$ cat src/mtc_pkg.sv
// Summary of operation
// RULE_01: Each accepted trigger yields a programmable count of readings, up to 50,000.
// RULE_02: Remote host picks the trigger source: bus, external pulse, or immediate.
// RULE_03: Reset or interface reset selects auto locally and immediate remotely.
// RULE_04: Auto mode, local only, takes readings back to back continuously.
// RULE_05: Each single key press starts one trigger; wait light on while waiting.
// RULE_06: Single key is ignored entirely under remote control.
// RULE_07: External mode: each low-going pulse on the trigger input takes the samples.
// RULE_08: One external trigger arriving during a reading is held, then issued.
// RULE_09: Local single mode also arms the external trigger input.
// RULE_10: Immediate source: trigger always present, measuring starts on entering wait.
// RULE_11: Bus source: trigger command accepted only in the wait state, else refused.
// RULE_12: Group execute trigger counts as bus trigger, only while waiting.
// RULE_13: Triggers outside wait are refused; a trigger in wait starts the sequence.
// RULE_14: Locally the block is always waiting, refusing triggers only while measuring.
// RULE_15: Host enters wait through the measure, read or initiate commands.
// RULE_16: About 20 ms set-up after entering wait; triggers in it are discarded.
// RULE_17: Device clear at any time aborts a measurement and returns to idle.
// RULE_18: Device clear keeps source, sample count, delay and trigger count.
// RULE_19: With limits on, low pulse on pass per good reading, on fail per bad.
// RULE_20: Both limits start at 0, cleared by reset, interface reset, function change.
// RULE_21: Optionally raise a service request on the first out-of-limit reading.
// RULE_22: Beep once, if enabled, on the first failure following a pass.
// RULE_23: Sample count resets to 1 and stays within 1 to 50,000.
// RULE_24: With several samples, the trigger delay precedes every reading.
// RULE_25: Locally one trigger then back; remotely idle after the trigger count.
// RULE_26: Idle after the last trigger's samples; measure light only during a reading.
package mtc_pkg;
	// ----------------------------------------
	// Register offsets
	// ----------------------------------------
	localparam logic [7:0] MTC_CTRL_OFS = 8'h00;
	localparam logic [7:0] MTC_SAMPLES_OFS = 8'h04;
	localparam logic [7:0] MTC_TRIGCNT_OFS = 8'h08;
	localparam logic [7:0] MTC_DELAY_OFS = 8'h0c;
	localparam logic [7:0] MTC_UPPER_OFS = 8'h10;
	localparam logic [7:0] MTC_LOWER_OFS = 8'h14;
	localparam logic [7:0] MTC_CMD_OFS = 8'h18;
	localparam logic [7:0] MTC_STATUS_OFS = 8'h1c;
	// ----------------------------------------
	// Field positions
	// ----------------------------------------
	localparam int MTC_CTRL_REMOTE = 0;
	localparam int MTC_CTRL_SRC_LO = 1;
	localparam int MTC_CTRL_SINGLE = 3;
	localparam int MTC_CTRL_LIMIT = 4;
	localparam int MTC_CTRL_BEEP = 5;
	localparam int MTC_CTRL_SRQ = 6;
	localparam int MTC_CMD_INIT = 0;
	localparam int MTC_CMD_TRG = 1;
	localparam int MTC_CMD_DCLR = 2;
	localparam int MTC_CMD_IRST = 3;
	localparam int MTC_CMD_FUNC = 4;
	localparam int MTC_ST_IGN = 3;
	localparam int MTC_ST_SRQ = 4;
	localparam int MTC_ST_PEND = 5;
	// ----------------------------------------
	// Reset values and limits
	// ----------------------------------------
	localparam logic [15:0] MTC_COUNT_MIN = 16'h0001;
	localparam logic [15:0] MTC_COUNT_MAX = 16'hc350;
	localparam logic [31:0] MTC_DELAY_RESET = 32'h0000_0000;
	localparam logic signed [31:0] MTC_LIMIT_RESET = 32'sh0000_0000;
	// ----------------------------------------
	// Timing
	// ----------------------------------------
	localparam longint MTC_CLK_HZ = 200_000_000;
	localparam longint MTC_SETUP_MS = 20;
	localparam int unsigned MTC_SETUP_CYCLES = int'((MTC_SETUP_MS * MTC_CLK_HZ) / 1000);
	localparam longint MTC_PULSE_NS = 1000;
	localparam logic [15:0] MTC_PULSE_CYCLES = 16'((MTC_PULSE_NS * MTC_CLK_HZ) / 1_000_000_000);
	// ----------------------------------------
	// Types
	// ----------------------------------------
	typedef enum logic [1:0] {
		MTC_SRC_IMM = 2'h0,
		MTC_SRC_BUS = 2'h1,
		MTC_SRC_EXT = 2'h2
	} mtc_src_type;
	typedef enum logic [2:0] {
		MTC_IDLE = 3'h0,
		MTC_SETUP = 3'h1,
		MTC_WAIT = 3'h2,
		MTC_DELAY = 3'h3,
		MTC_MEAS = 3'h4
	} mtc_state_type;
endpackage : mtc_pkg

$ cat src/mtc_lim_if.sv
`timescale 1ns/1ps
interface mtc_lim_if;
	logic valid;
	logic signed [31:0] value;
	logic signed [31:0] upper;
	logic signed [31:0] lower;
	logic pass;
	logic fail;
	modport owner (output valid, output value, output upper, output lower, input pass, input fail);
	modport checker_side (input valid, input value, input upper, input lower, output pass, output fail);
endinterface : mtc_lim_if

$ cat src/mtc_limit_check.sv
`timescale 1ns/1ps
module mtc_limit_check (
	input wire logic clk_i,
	input wire logic reset_i,
	mtc_lim_if.checker_side lim
);
	import mtc_pkg::*;
	// ----------------------------------------
	// Verdict, one cycle after the reading
	// ----------------------------------------
	always_ff @(posedge clk_i or posedge reset_i) begin
		if (reset_i) begin
			lim.pass <= 1'b0;
			lim.fail <= 1'b0;
		end else begin
			lim.pass <= lim.valid && (lim.value <= lim.upper) && (lim.value >= lim.lower); // RULE_19
			lim.fail <= lim.valid && ((lim.value > lim.upper) || (lim.value < lim.lower)); // RULE_19
		end
	end
endmodule : mtc_limit_check

$ cat src/mtc_trigger_top.sv
`timescale 1ns/1ps
module mtc_trigger_top #(
	parameter int unsigned SETUP_CYCLES_P = mtc_pkg::MTC_SETUP_CYCLES
) (
	input wire logic clk_i,
	input wire logic reset_i,
	input wire logic [7:0] addr_i,
	input wire logic [31:0] wdata_i,
	input wire logic wr_i,
	input wire logic rd_i,
	output logic [31:0] rdata_o,
	input wire logic key_single_i,
	input wire logic ext_trig_n_i,
	input wire logic get_i,
	input wire logic reading_valid_i,
	input wire logic signed [31:0] reading_value_i,
	output logic sample_start_o,
	output logic wait_led_o,
	output logic meas_led_o,
	output logic pass_n_o,
	output logic fail_n_o,
	output logic beep_o,
	output logic srq_o
);
	import mtc_pkg::*;

	function automatic logic hit(input logic [7:0] a, input logic [7:0] ofs);
		hit = (a == ofs);
	endfunction : hit

	function automatic logic [15:0] clamp_count(input logic [31:0] v);
		if (v < 32'(MTC_COUNT_MIN))
			clamp_count = MTC_COUNT_MIN;
		else if (v > 32'(MTC_COUNT_MAX))
			clamp_count = MTC_COUNT_MAX;
		else
			clamp_count = v[15:0];
	endfunction : clamp_count

	// ----------------------------------------
	// Pin synchronisers
	// ----------------------------------------
	// Bits: 0 single key, 1 external trigger (low true), 2 group execute trigger
	logic [2:0] pin_raw;
	logic [2:0] s1_reg;
	logic [2:0] s2_reg;
	logic [2:0] s3_reg;
	logic [2:0] filt_reg;
	logic [2:0] filt_q_reg;
	assign pin_raw = {get_i, ~ext_trig_n_i, key_single_i};

	genvar gi;
	generate
		for (gi = 0; gi < 3; gi++) begin : g_sync
			always_ff @(posedge clk_i or posedge reset_i) begin
				if (reset_i) begin
					s1_reg[gi] <= 1'b0;
					s2_reg[gi] <= 1'b0;
					s3_reg[gi] <= 1'b0;
					filt_reg[gi] <= 1'b0;
					filt_q_reg[gi] <= 1'b0;
				end else begin
					s1_reg[gi] <= pin_raw[gi];
					s2_reg[gi] <= s1_reg[gi];
					s3_reg[gi] <= s2_reg[gi];
					// Only a level seen twice counts, which rejects one-cycle glitches
					if (s2_reg[gi] == s3_reg[gi])
						filt_reg[gi] <= s3_reg[gi];
					filt_q_reg[gi] <= filt_reg[gi];
				end
			end
		end
	endgenerate

	logic key_edge;
	logic ext_edge;
	logic get_edge;
	assign key_edge = filt_reg[0] & ~filt_q_reg[0];
	assign ext_edge = filt_reg[1] & ~filt_q_reg[1]; // RULE_07
	assign get_edge = filt_reg[2] & ~filt_q_reg[2];

	// ----------------------------------------
	// Configuration registers
	// ----------------------------------------
	logic remote_reg;
	mtc_src_type src_reg;
	logic single_reg;
	logic limit_en_reg;
	logic beep_en_reg;
	logic srq_en_reg;
	logic [15:0] samples_reg;
	logic [15:0] trig_cnt_reg;
	logic [31:0] delay_reg;
	logic signed [31:0] upper_reg;
	logic signed [31:0] lower_reg;

	logic wr_cmd;
	logic cmd_init;
	logic cmd_trg;
	logic dev_clr;
	logic iface_rst;
	logic func_chg;
	assign wr_cmd = wr_i && hit(addr_i, MTC_CMD_OFS);
	assign cmd_init = wr_cmd && wdata_i[MTC_CMD_INIT];
	assign cmd_trg = wr_cmd && wdata_i[MTC_CMD_TRG];
	assign dev_clr = wr_cmd && wdata_i[MTC_CMD_DCLR];
	assign iface_rst = wr_cmd && wdata_i[MTC_CMD_IRST];
	assign func_chg = wr_cmd && wdata_i[MTC_CMD_FUNC];

	always_ff @(posedge clk_i or posedge reset_i) begin
		if (reset_i) begin
			remote_reg <= 1'b0;
			src_reg <= MTC_SRC_IMM; // RULE_03
			single_reg <= 1'b0; // RULE_03
			limit_en_reg <= 1'b0;
			beep_en_reg <= 1'b0;
			srq_en_reg <= 1'b0;
			samples_reg <= MTC_COUNT_MIN; // RULE_23
			trig_cnt_reg <= MTC_COUNT_MIN;
			delay_reg <= MTC_DELAY_RESET;
		end else if (iface_rst) begin
			src_reg <= MTC_SRC_IMM; // RULE_03
			single_reg <= 1'b0; // RULE_03
			samples_reg <= MTC_COUNT_MIN; // RULE_23
			trig_cnt_reg <= MTC_COUNT_MIN;
			delay_reg <= MTC_DELAY_RESET;
		end else if (wr_i) begin
			// Device clear touches none of these
			if (hit(addr_i, MTC_CTRL_OFS)) begin // RULE_18
				remote_reg <= wdata_i[MTC_CTRL_REMOTE];
				src_reg <= mtc_src_type'(wdata_i[MTC_CTRL_SRC_LO +: 2]); // RULE_02
				single_reg <= wdata_i[MTC_CTRL_SINGLE];
				limit_en_reg <= wdata_i[MTC_CTRL_LIMIT];
				beep_en_reg <= wdata_i[MTC_CTRL_BEEP];
				srq_en_reg <= wdata_i[MTC_CTRL_SRQ];
			end
			if (hit(addr_i, MTC_SAMPLES_OFS))
				samples_reg <= clamp_count(wdata_i); // RULE_23
			if (hit(addr_i, MTC_TRIGCNT_OFS))
				trig_cnt_reg <= clamp_count(wdata_i);
			if (hit(addr_i, MTC_DELAY_OFS))
				delay_reg <= wdata_i;
		end
	end

	always_ff @(posedge clk_i or posedge reset_i) begin
		if (reset_i) begin
			upper_reg <= MTC_LIMIT_RESET; // RULE_20
			lower_reg <= MTC_LIMIT_RESET; // RULE_20
		end else if (iface_rst || func_chg) begin
			upper_reg <= MTC_LIMIT_RESET; // RULE_20
			lower_reg <= MTC_LIMIT_RESET; // RULE_20
		end else if (wr_i) begin
			if (hit(addr_i, MTC_UPPER_OFS))
				upper_reg <= wdata_i;
			if (hit(addr_i, MTC_LOWER_OFS))
				lower_reg <= wdata_i;
		end
	end

	// ----------------------------------------
	// Trigger qualification
	// ----------------------------------------
	mtc_state_type state_reg;
	logic remote_q_reg;
	logic ext_pend_reg;
	logic abort;
	logic ext_armed;
	logic ext_hit;
	logic bus_hit;
	logic trig_now;
	logic consume;
	logic bus_refused;

	assign abort = dev_clr || iface_rst || (remote_reg != remote_q_reg); // RULE_17
	assign ext_armed = remote_reg ? (src_reg == MTC_SRC_EXT) : single_reg; // RULE_09
	assign ext_hit = ext_pend_reg || (ext_edge && ext_armed); // RULE_07
	assign bus_hit = remote_reg && (src_reg == MTC_SRC_BUS) && (cmd_trg || get_edge); // RULE_11 RULE_12

	always_comb begin
		trig_now = 1'b0;
		if (remote_reg) begin
			case (src_reg)
				MTC_SRC_BUS: trig_now = bus_hit;
				MTC_SRC_EXT: trig_now = ext_hit;
				default: trig_now = 1'b1; // RULE_10
			endcase
		end else begin
			// Key only counts locally
			trig_now = single_reg ? (key_edge || ext_hit) : 1'b1; // RULE_04 RULE_05 RULE_06
		end
	end

	assign consume = (state_reg == MTC_WAIT) && trig_now && !abort; // RULE_13
	assign bus_refused = bus_hit && (state_reg != MTC_WAIT); // RULE_11 RULE_12 RULE_13

	always_ff @(posedge clk_i or posedge reset_i) begin
		if (reset_i)
			ext_pend_reg <= 1'b0;
		else if (abort || !ext_armed || state_reg == MTC_IDLE || state_reg == MTC_SETUP)
			ext_pend_reg <= 1'b0; // RULE_16
		else if (consume)
			// A fresh edge with one already held keeps one pending
			ext_pend_reg <= ext_pend_reg && ext_edge; // RULE_08
		else if (state_reg != MTC_WAIT)
			ext_pend_reg <= ext_hit; // RULE_08
	end

	// ----------------------------------------
	// Sequencer
	// ----------------------------------------
	logic [31:0] setup_cnt_reg;
	logic [31:0] dly_cnt_reg;
	logic [15:0] samp_left_reg;
	logic [15:0] trig_done_reg;
	logic start_next;

	assign start_next = (state_reg == MTC_DELAY) && (dly_cnt_reg == 32'h0) && !abort;

	always_ff @(posedge clk_i or posedge reset_i) begin
		if (reset_i)
			remote_q_reg <= 1'b0;
		else
			remote_q_reg <= remote_reg;
	end

	always_ff @(posedge clk_i or posedge reset_i) begin
		if (reset_i) begin
			state_reg <= MTC_IDLE;
			setup_cnt_reg <= 32'h0;
			dly_cnt_reg <= 32'h0;
			samp_left_reg <= 16'h0;
			trig_done_reg <= 16'h0;
		end else if (abort) begin
			state_reg <= MTC_IDLE; // RULE_17
			trig_done_reg <= 16'h0;
		end else begin
			case (state_reg)
				MTC_IDLE: begin
					if (!remote_reg)
						state_reg <= MTC_WAIT; // RULE_14
					else if (cmd_init) begin
						state_reg <= MTC_SETUP; // RULE_15
						setup_cnt_reg <= SETUP_CYCLES_P - 32'h1;
					end
				end
				MTC_SETUP: begin
					if (setup_cnt_reg == 32'h0)
						state_reg <= MTC_WAIT; // RULE_16
					else
						setup_cnt_reg <= setup_cnt_reg - 32'h1;
				end
				MTC_WAIT: begin
					if (consume) begin
						state_reg <= MTC_DELAY;
						samp_left_reg <= samples_reg; // RULE_01
						dly_cnt_reg <= delay_reg;
					end
				end
				MTC_DELAY: begin
					if (dly_cnt_reg == 32'h0)
						state_reg <= MTC_MEAS;
					else
						dly_cnt_reg <= dly_cnt_reg - 32'h1;
				end
				MTC_MEAS: begin
					if (reading_valid_i) begin
						if (samp_left_reg > 16'h1) begin
							samp_left_reg <= samp_left_reg - 16'h1; // RULE_01
							dly_cnt_reg <= delay_reg; // RULE_24
							state_reg <= MTC_DELAY;
						end else if (remote_reg && (trig_done_reg + 16'h1 >= trig_cnt_reg)) begin
							trig_done_reg <= 16'h0;
							state_reg <= MTC_IDLE; // RULE_25 RULE_26
						end else begin
							// Local operation ignores the trigger count
							trig_done_reg <= remote_reg ? trig_done_reg + 16'h1 : 16'h0;
							state_reg <= MTC_WAIT; // RULE_25
						end
					end
				end
				default: state_reg <= MTC_IDLE;
			endcase
		end
	end

	// ----------------------------------------
	// Indicators and sample strobe
	// ----------------------------------------
	logic waits_for_event;
	assign waits_for_event = remote_reg ? (src_reg == MTC_SRC_BUS || src_reg == MTC_SRC_EXT) : single_reg;

	always_ff @(posedge clk_i or posedge reset_i) begin
		if (reset_i) begin
			sample_start_o <= 1'b0;
			wait_led_o <= 1'b0;
			meas_led_o <= 1'b0;
		end else begin
			sample_start_o <= start_next;
			wait_led_o <= (state_reg == MTC_WAIT) && waits_for_event && !consume; // RULE_05
			meas_led_o <= (state_reg == MTC_MEAS) && !(reading_valid_i || abort); // RULE_26
		end
	end

	// ----------------------------------------
	// Limit test
	// ----------------------------------------
	mtc_lim_if lim_bus ();
	assign lim_bus.valid = limit_en_reg && reading_valid_i && (state_reg == MTC_MEAS) && !abort;
	assign lim_bus.value = reading_value_i;
	assign lim_bus.upper = upper_reg;
	assign lim_bus.lower = lower_reg;

	mtc_limit_check u_check (
		.clk_i(clk_i),
		.reset_i(reset_i),
		.lim(lim_bus.checker_side)
	);

	logic [15:0] pass_cnt_reg;
	logic [15:0] fail_cnt_reg;
	logic last_pass_reg;
	logic fail_seen_reg;
	logic srq_clr;
	logic ign_clr;
	logic trig_ign_reg;
	assign srq_clr = wr_i && hit(addr_i, MTC_STATUS_OFS) && wdata_i[MTC_ST_SRQ];
	assign ign_clr = wr_i && hit(addr_i, MTC_STATUS_OFS) && wdata_i[MTC_ST_IGN];

	// Pulses are stretched so slow external gear can catch them
	always_ff @(posedge clk_i or posedge reset_i) begin
		if (reset_i) begin
			pass_cnt_reg <= 16'h0;
			fail_cnt_reg <= 16'h0;
			pass_n_o <= 1'b1;
			fail_n_o <= 1'b1;
		end else begin
			pass_cnt_reg <= lim_bus.pass ? MTC_PULSE_CYCLES : (pass_cnt_reg != 16'h0 ? pass_cnt_reg - 16'h1 : 16'h0);
			fail_cnt_reg <= lim_bus.fail ? MTC_PULSE_CYCLES : (fail_cnt_reg != 16'h0 ? fail_cnt_reg - 16'h1 : 16'h0);
			pass_n_o <= !(lim_bus.pass || pass_cnt_reg > 16'h1); // RULE_19
			fail_n_o <= !(lim_bus.fail || fail_cnt_reg > 16'h1); // RULE_19
		end
	end

	always_ff @(posedge clk_i or posedge reset_i) begin
		if (reset_i) begin
			last_pass_reg <= 1'b0;
			beep_o <= 1'b0;
		end else begin
			if (lim_bus.pass)
				last_pass_reg <= 1'b1;
			else if (lim_bus.fail)
				last_pass_reg <= 1'b0;
			beep_o <= lim_bus.fail && last_pass_reg && beep_en_reg; // RULE_22
		end
	end

	// Set wins over a clear in the same cycle
	always_ff @(posedge clk_i or posedge reset_i) begin
		if (reset_i) begin
			fail_seen_reg <= 1'b0;
			srq_o <= 1'b0;
			trig_ign_reg <= 1'b0;
		end else begin
			if (lim_bus.fail)
				fail_seen_reg <= 1'b1;
			else if (srq_clr || iface_rst)
				fail_seen_reg <= 1'b0;
			if (lim_bus.fail && !fail_seen_reg && srq_en_reg)
				srq_o <= 1'b1; // RULE_21
			else if (srq_clr || iface_rst)
				srq_o <= 1'b0;
			if (bus_refused)
				trig_ign_reg <= 1'b1; // RULE_11
			else if (ign_clr)
				trig_ign_reg <= 1'b0;
		end
	end

	// ----------------------------------------
	// Register read port
	// ----------------------------------------
	always_ff @(posedge clk_i or posedge reset_i) begin
		if (reset_i)
			rdata_o <= 32'h0;
		else if (rd_i) begin
			case (addr_i)
				MTC_CTRL_OFS: rdata_o <= {25'h0, srq_en_reg, beep_en_reg, limit_en_reg, single_reg, src_reg, remote_reg};
				MTC_SAMPLES_OFS: rdata_o <= {16'h0, samples_reg};
				MTC_TRIGCNT_OFS: rdata_o <= {16'h0, trig_cnt_reg};
				MTC_DELAY_OFS: rdata_o <= delay_reg;
				MTC_UPPER_OFS: rdata_o <= upper_reg;
				MTC_LOWER_OFS: rdata_o <= lower_reg;
				MTC_STATUS_OFS: rdata_o <= {26'h0, ext_pend_reg, srq_o, trig_ign_reg, state_reg};
				default: rdata_o <= 32'h0;
			endcase
		end
	end
endmodule : mtc_trigger_top

$ cat config.mk
export PLATFORM = sky130hd
export DESIGN_NAME = mtc_trigger_top
export DESIGN_NICKNAME = d
export VERILOG_FILES = /design/src/mtc_pkg.sv /design/src/mtc_lim_if.sv /design/src/mtc_limit_check.sv /design/src/mtc_trigger_top.sv
export SDC_FILE = /design/constraint.sdc
export NUM_CORES = 1
export LEC_CHECK = 0
export BUFFER_PORTS_ARGS = -buffer_cell sky130_fd_sc_hd__buf_2
export CAP_MARGIN = 25
export CORE_MARGIN = 8
export CORE_UTILIZATION = 30
export CTS_CLUSTER_SIZE = 40
export DETAILED_ROUTE_END_ITERATION = 6
export PLACE_DENSITY_LB_ADDON = 0.3
export SYNTH_ARGS = -nofsm -noshare
export SYNTH_HDL_FRONTEND = slang
export SYNTH_SLANG_ARGS = --single-unit
export TNS_END_PERCENT = 30
$ cat constraint.sdc
create_clock -name clk_i -period 21 [get_ports clk_i]
set_input_delay 5.25 -clock clk_i [delete_from_list [all_inputs] [get_ports clk_i]]
set_output_delay 5.25 -clock clk_i [all_outputs]
set_load 0.05 [all_outputs]
==> out/results.ini <==
[floorplan]
row_count = 89
fp.dieH_um = 259
die_area_um2 = 67000
fp.dieW_um = 259
ios = 119
core-area_um2 = 58700
floorplan.initialDensity = 0.302

[clock_tree]
insertion_delay_ps = 540
cts_tree = built
cts-buffers-inserted = 37
ctsHoldBuffers = 0
clk_pin_slew_ps = 60
cts_setup_buffers = 0
clock-sinks = 327
post_cts_resized = 0
clockBufferDepth = 3
clock_tree.root_cell = clkbuf_16
htreeDepth = 2

[cells_and_area]
layout_common_cells = dfrtp_1, nand2_1, o21ai_0
final_area_um2 = 20400
nets = 2241
area_growth_pct = 15.5
layout-drive-gt1-share = 0.116
fin_util = 0.348
final_common_cell = dfrtp_1

[pwr]
pwr-share-comb = 0.252
ir_drop_v = 0.0000473
leakage_nw = 8.90
swShare = 0.344
share_seq_of_total_power = 0.413
p_per_area_nw_per_um2 = 98.0
internal_power_mw = 1.31
p_sw_uw = 689
pwr-share-clk = 0.335
total_power_mw = 2.00

[global_routing]
antenna_found_initial = 5
met2_usage = 0.245
grt_use_total = 0.159
grt_max_degree = 135
globalRoute.totalOverflow = 0
grt_pass1_wl_um = 86000
grtUsageMet1 = 0.226
grt_pass1_vias = 14815
met3_usage = 0.0286
grt_busiest_layer = met2

[logic_synthesis]
syn_nets = 2159
ys_warn_count = 0
yosysUniqueCellTypes = 77
synth.cell_area_um2 = 17700
seq_area_frac_synth = 0.463
synthArstFlopShare = 1.00
ys.flop_type = dfrtp_1
ys_ff_latch = 327
avgSynthCellArea_um2 = 8.91
synth-edff-count = 0
synthCells = 1986

[sta]
hold_violations = 0
min_period_ps = 8170
fmax_ghz = 0.122
fin_skew_ps = 24.7
period_share = 0.389
max-slew-margin-rel = 0.318
tightest_slew_ps = 1020
slew_violations = 0
setup-tns-final_ps = 0
setup_violations = 0
rsz0062_at_grt = false
worst_slack_ps = 12830

[detailed_routing]
routedWlPerCell_um = 18.9
route.detailed.drc = 0
drt_pass1_iterations = 5
drt-initial-drc-count = 1280
drtAntennaViolNets = 0
routed_wl_um = 54300
vias = 15128
viasPerCell = 5.27

[worst_setup_path]
ff2ff_path_depth = 15
reg2reg_from = trig_done_reg[0]
required_ps = 21450
cp-start-kind = input pin
r2r_setup_slack_ps = 17120
slowest_stage = a2111oi_0
path_cells = buf_2 > nor2b_1 > nand4_1 > o21ai_1 > a2111oi_0 > o21a_1 > o21ai_0 > a22oi_1
rr_endpoint = trig_done_reg[7]
worstSetupStartpoint = addr_i[2]
crit_path_end = dly_cnt_reg[3]
end_kind = flip-flop
crit_fanout = 38
cp_data_arrival_time_ps = 8620
critPathKind = input pin to flip-flop
max_stage_delay_ps = 730

[flow_run]
maxCapViolCount = 0

[run_status]
status = finished clean

[place]
place_area_um2 = 19100
globalplace.congestion = 0.921
place_ws_ps = 12220
dp_hpwl_um = 39900
io_buffers = 118

[min_path]
hold_class = flip-flop to flip-flop

==> power by group through the flow <==
| stage | Combinational (mW) | Sequential, mW | Clock (mW) |
|---|---|---|---|
| 2_1_floorplan | 0.396 | 0.803 | 0 |
| 3_3_place_gp | 0.488 | 0.832 | 0 |
| 3_5_place_dp | 0.502 | 0.835 | 0 |
| 4_1_cts | 0.503 | 0.826 | 0.690 |
| 5_1_grt | 0.574 | 0.842 | 0.715 |
| 6_report | 0.504 | 0.828 | 0.672 |
==> synth_stat cells, types with 4 or more instances <==
master	number	share of area
nand2_1	293	0.062
clkbuf_1	91	0.019
nor3_1	48	0.014
mux2i_1	7	0.0040
o22a_1	4	0.0020
or2_2	8	0.0028
o21ai_1	5	0.0014
xnor2_1	40	0.020
buf_2	4	0.0011
nor2b_1	13	0.0046
dfstp_2	4	0.0059
or4_1	12	0.0051
a22o_1	30	0.015
o21a_1	7	0.0030
nor3b_1	8	0.0034
a21o_1	19	0.0081
and2_1	6	0.0021
nor4_1	41	0.014
nand2b_1	11	0.0039
or3_1	27	0.0095
ha_1	93	0.066
nand3_1	27	0.0076
a211oi_1	9	0.0038
a222oi_1	32	0.018
o21ai_0	242	0.068
and3_1	12	0.0042
and4_1	6	0.0030
dfrtp_1	323	0.46
o22ai_1	40	0.014
a21boi_0	6	0.0025
a22oi_1	9	0.0038
inv_1	144	0.031
o211ai_1	6	0.0025
a31oi_1	9	0.0032
nor2_1	134	0.028
a21oi_1	100	0.028
xor2_1	18	0.0089
mux2_2	9	0.0057
o31ai_1	6	0.0025
nand4_1	21	0.0074
==> per-layer routing <==
layer | part of all wire | wire length, um
met2 | 0.45 | 24200
met1 | 0.46 | 25200
met3 | 0.064 | 3490
met4 | 0.025 | 1360
met5 | 0.00024 | 13
==> through the flow <==
stage	hold WS [ps]	instances
global route	364	2868
CTS	353	2863
detailed placement	339	2797
floorplan	331	1986
finish	350	2871
global placement	339	2796
==> logic make-up after synthesis <==
family	after synthesis	synth area share
AOI/OAI and AO/OA	557	0.193
xor gates and xnor gates	58	0.0287
adders and majority gates	96	0.0674
buffers and inverters	242	0.0518
DFF	327	0.463
muxes	17	0.0110
and+or+nand+nor	689	0.185
==> final cells by class <==
class / instances / area, um2
multi-input combinational: 1417 / 8650
timing repair buffer: 141 / 833
fill: 5923 / 38200
tap: 773 / 967
inverter: 144 / 548
sequential: 327 / 8190
clock buffer: 51 / 1050
clock inverter: 15 / 194
antenna: 3 / 7.51
==> how the worst min path moves through the flow <==
stage / from / end / slack (ps) / depth (start not counted)
finish: s1_reg[1] / s2_reg[1] / 350 / 0
global route: s1_reg[0] / s2_reg[0] / 360 / 0
CTS: s1_reg[1] / s2_reg[1] / 350 / 0
detailed placement: s1_reg[1] / s2_reg[1] / 340 / 0
global placement: s1_reg[1] / s2_reg[1] / 340 / 0
floorplan: s1_reg[0] / s2_reg[0] / 330 / 0
==> worst max-delay path: cells and delay by family <==
kind	cells	cell delay, ps
AOI/OAI and AO/OA	5	2070
and+or+nand+nor	2	710
buffers and inverters	1	560
Power figures use the tool's default switching activity.
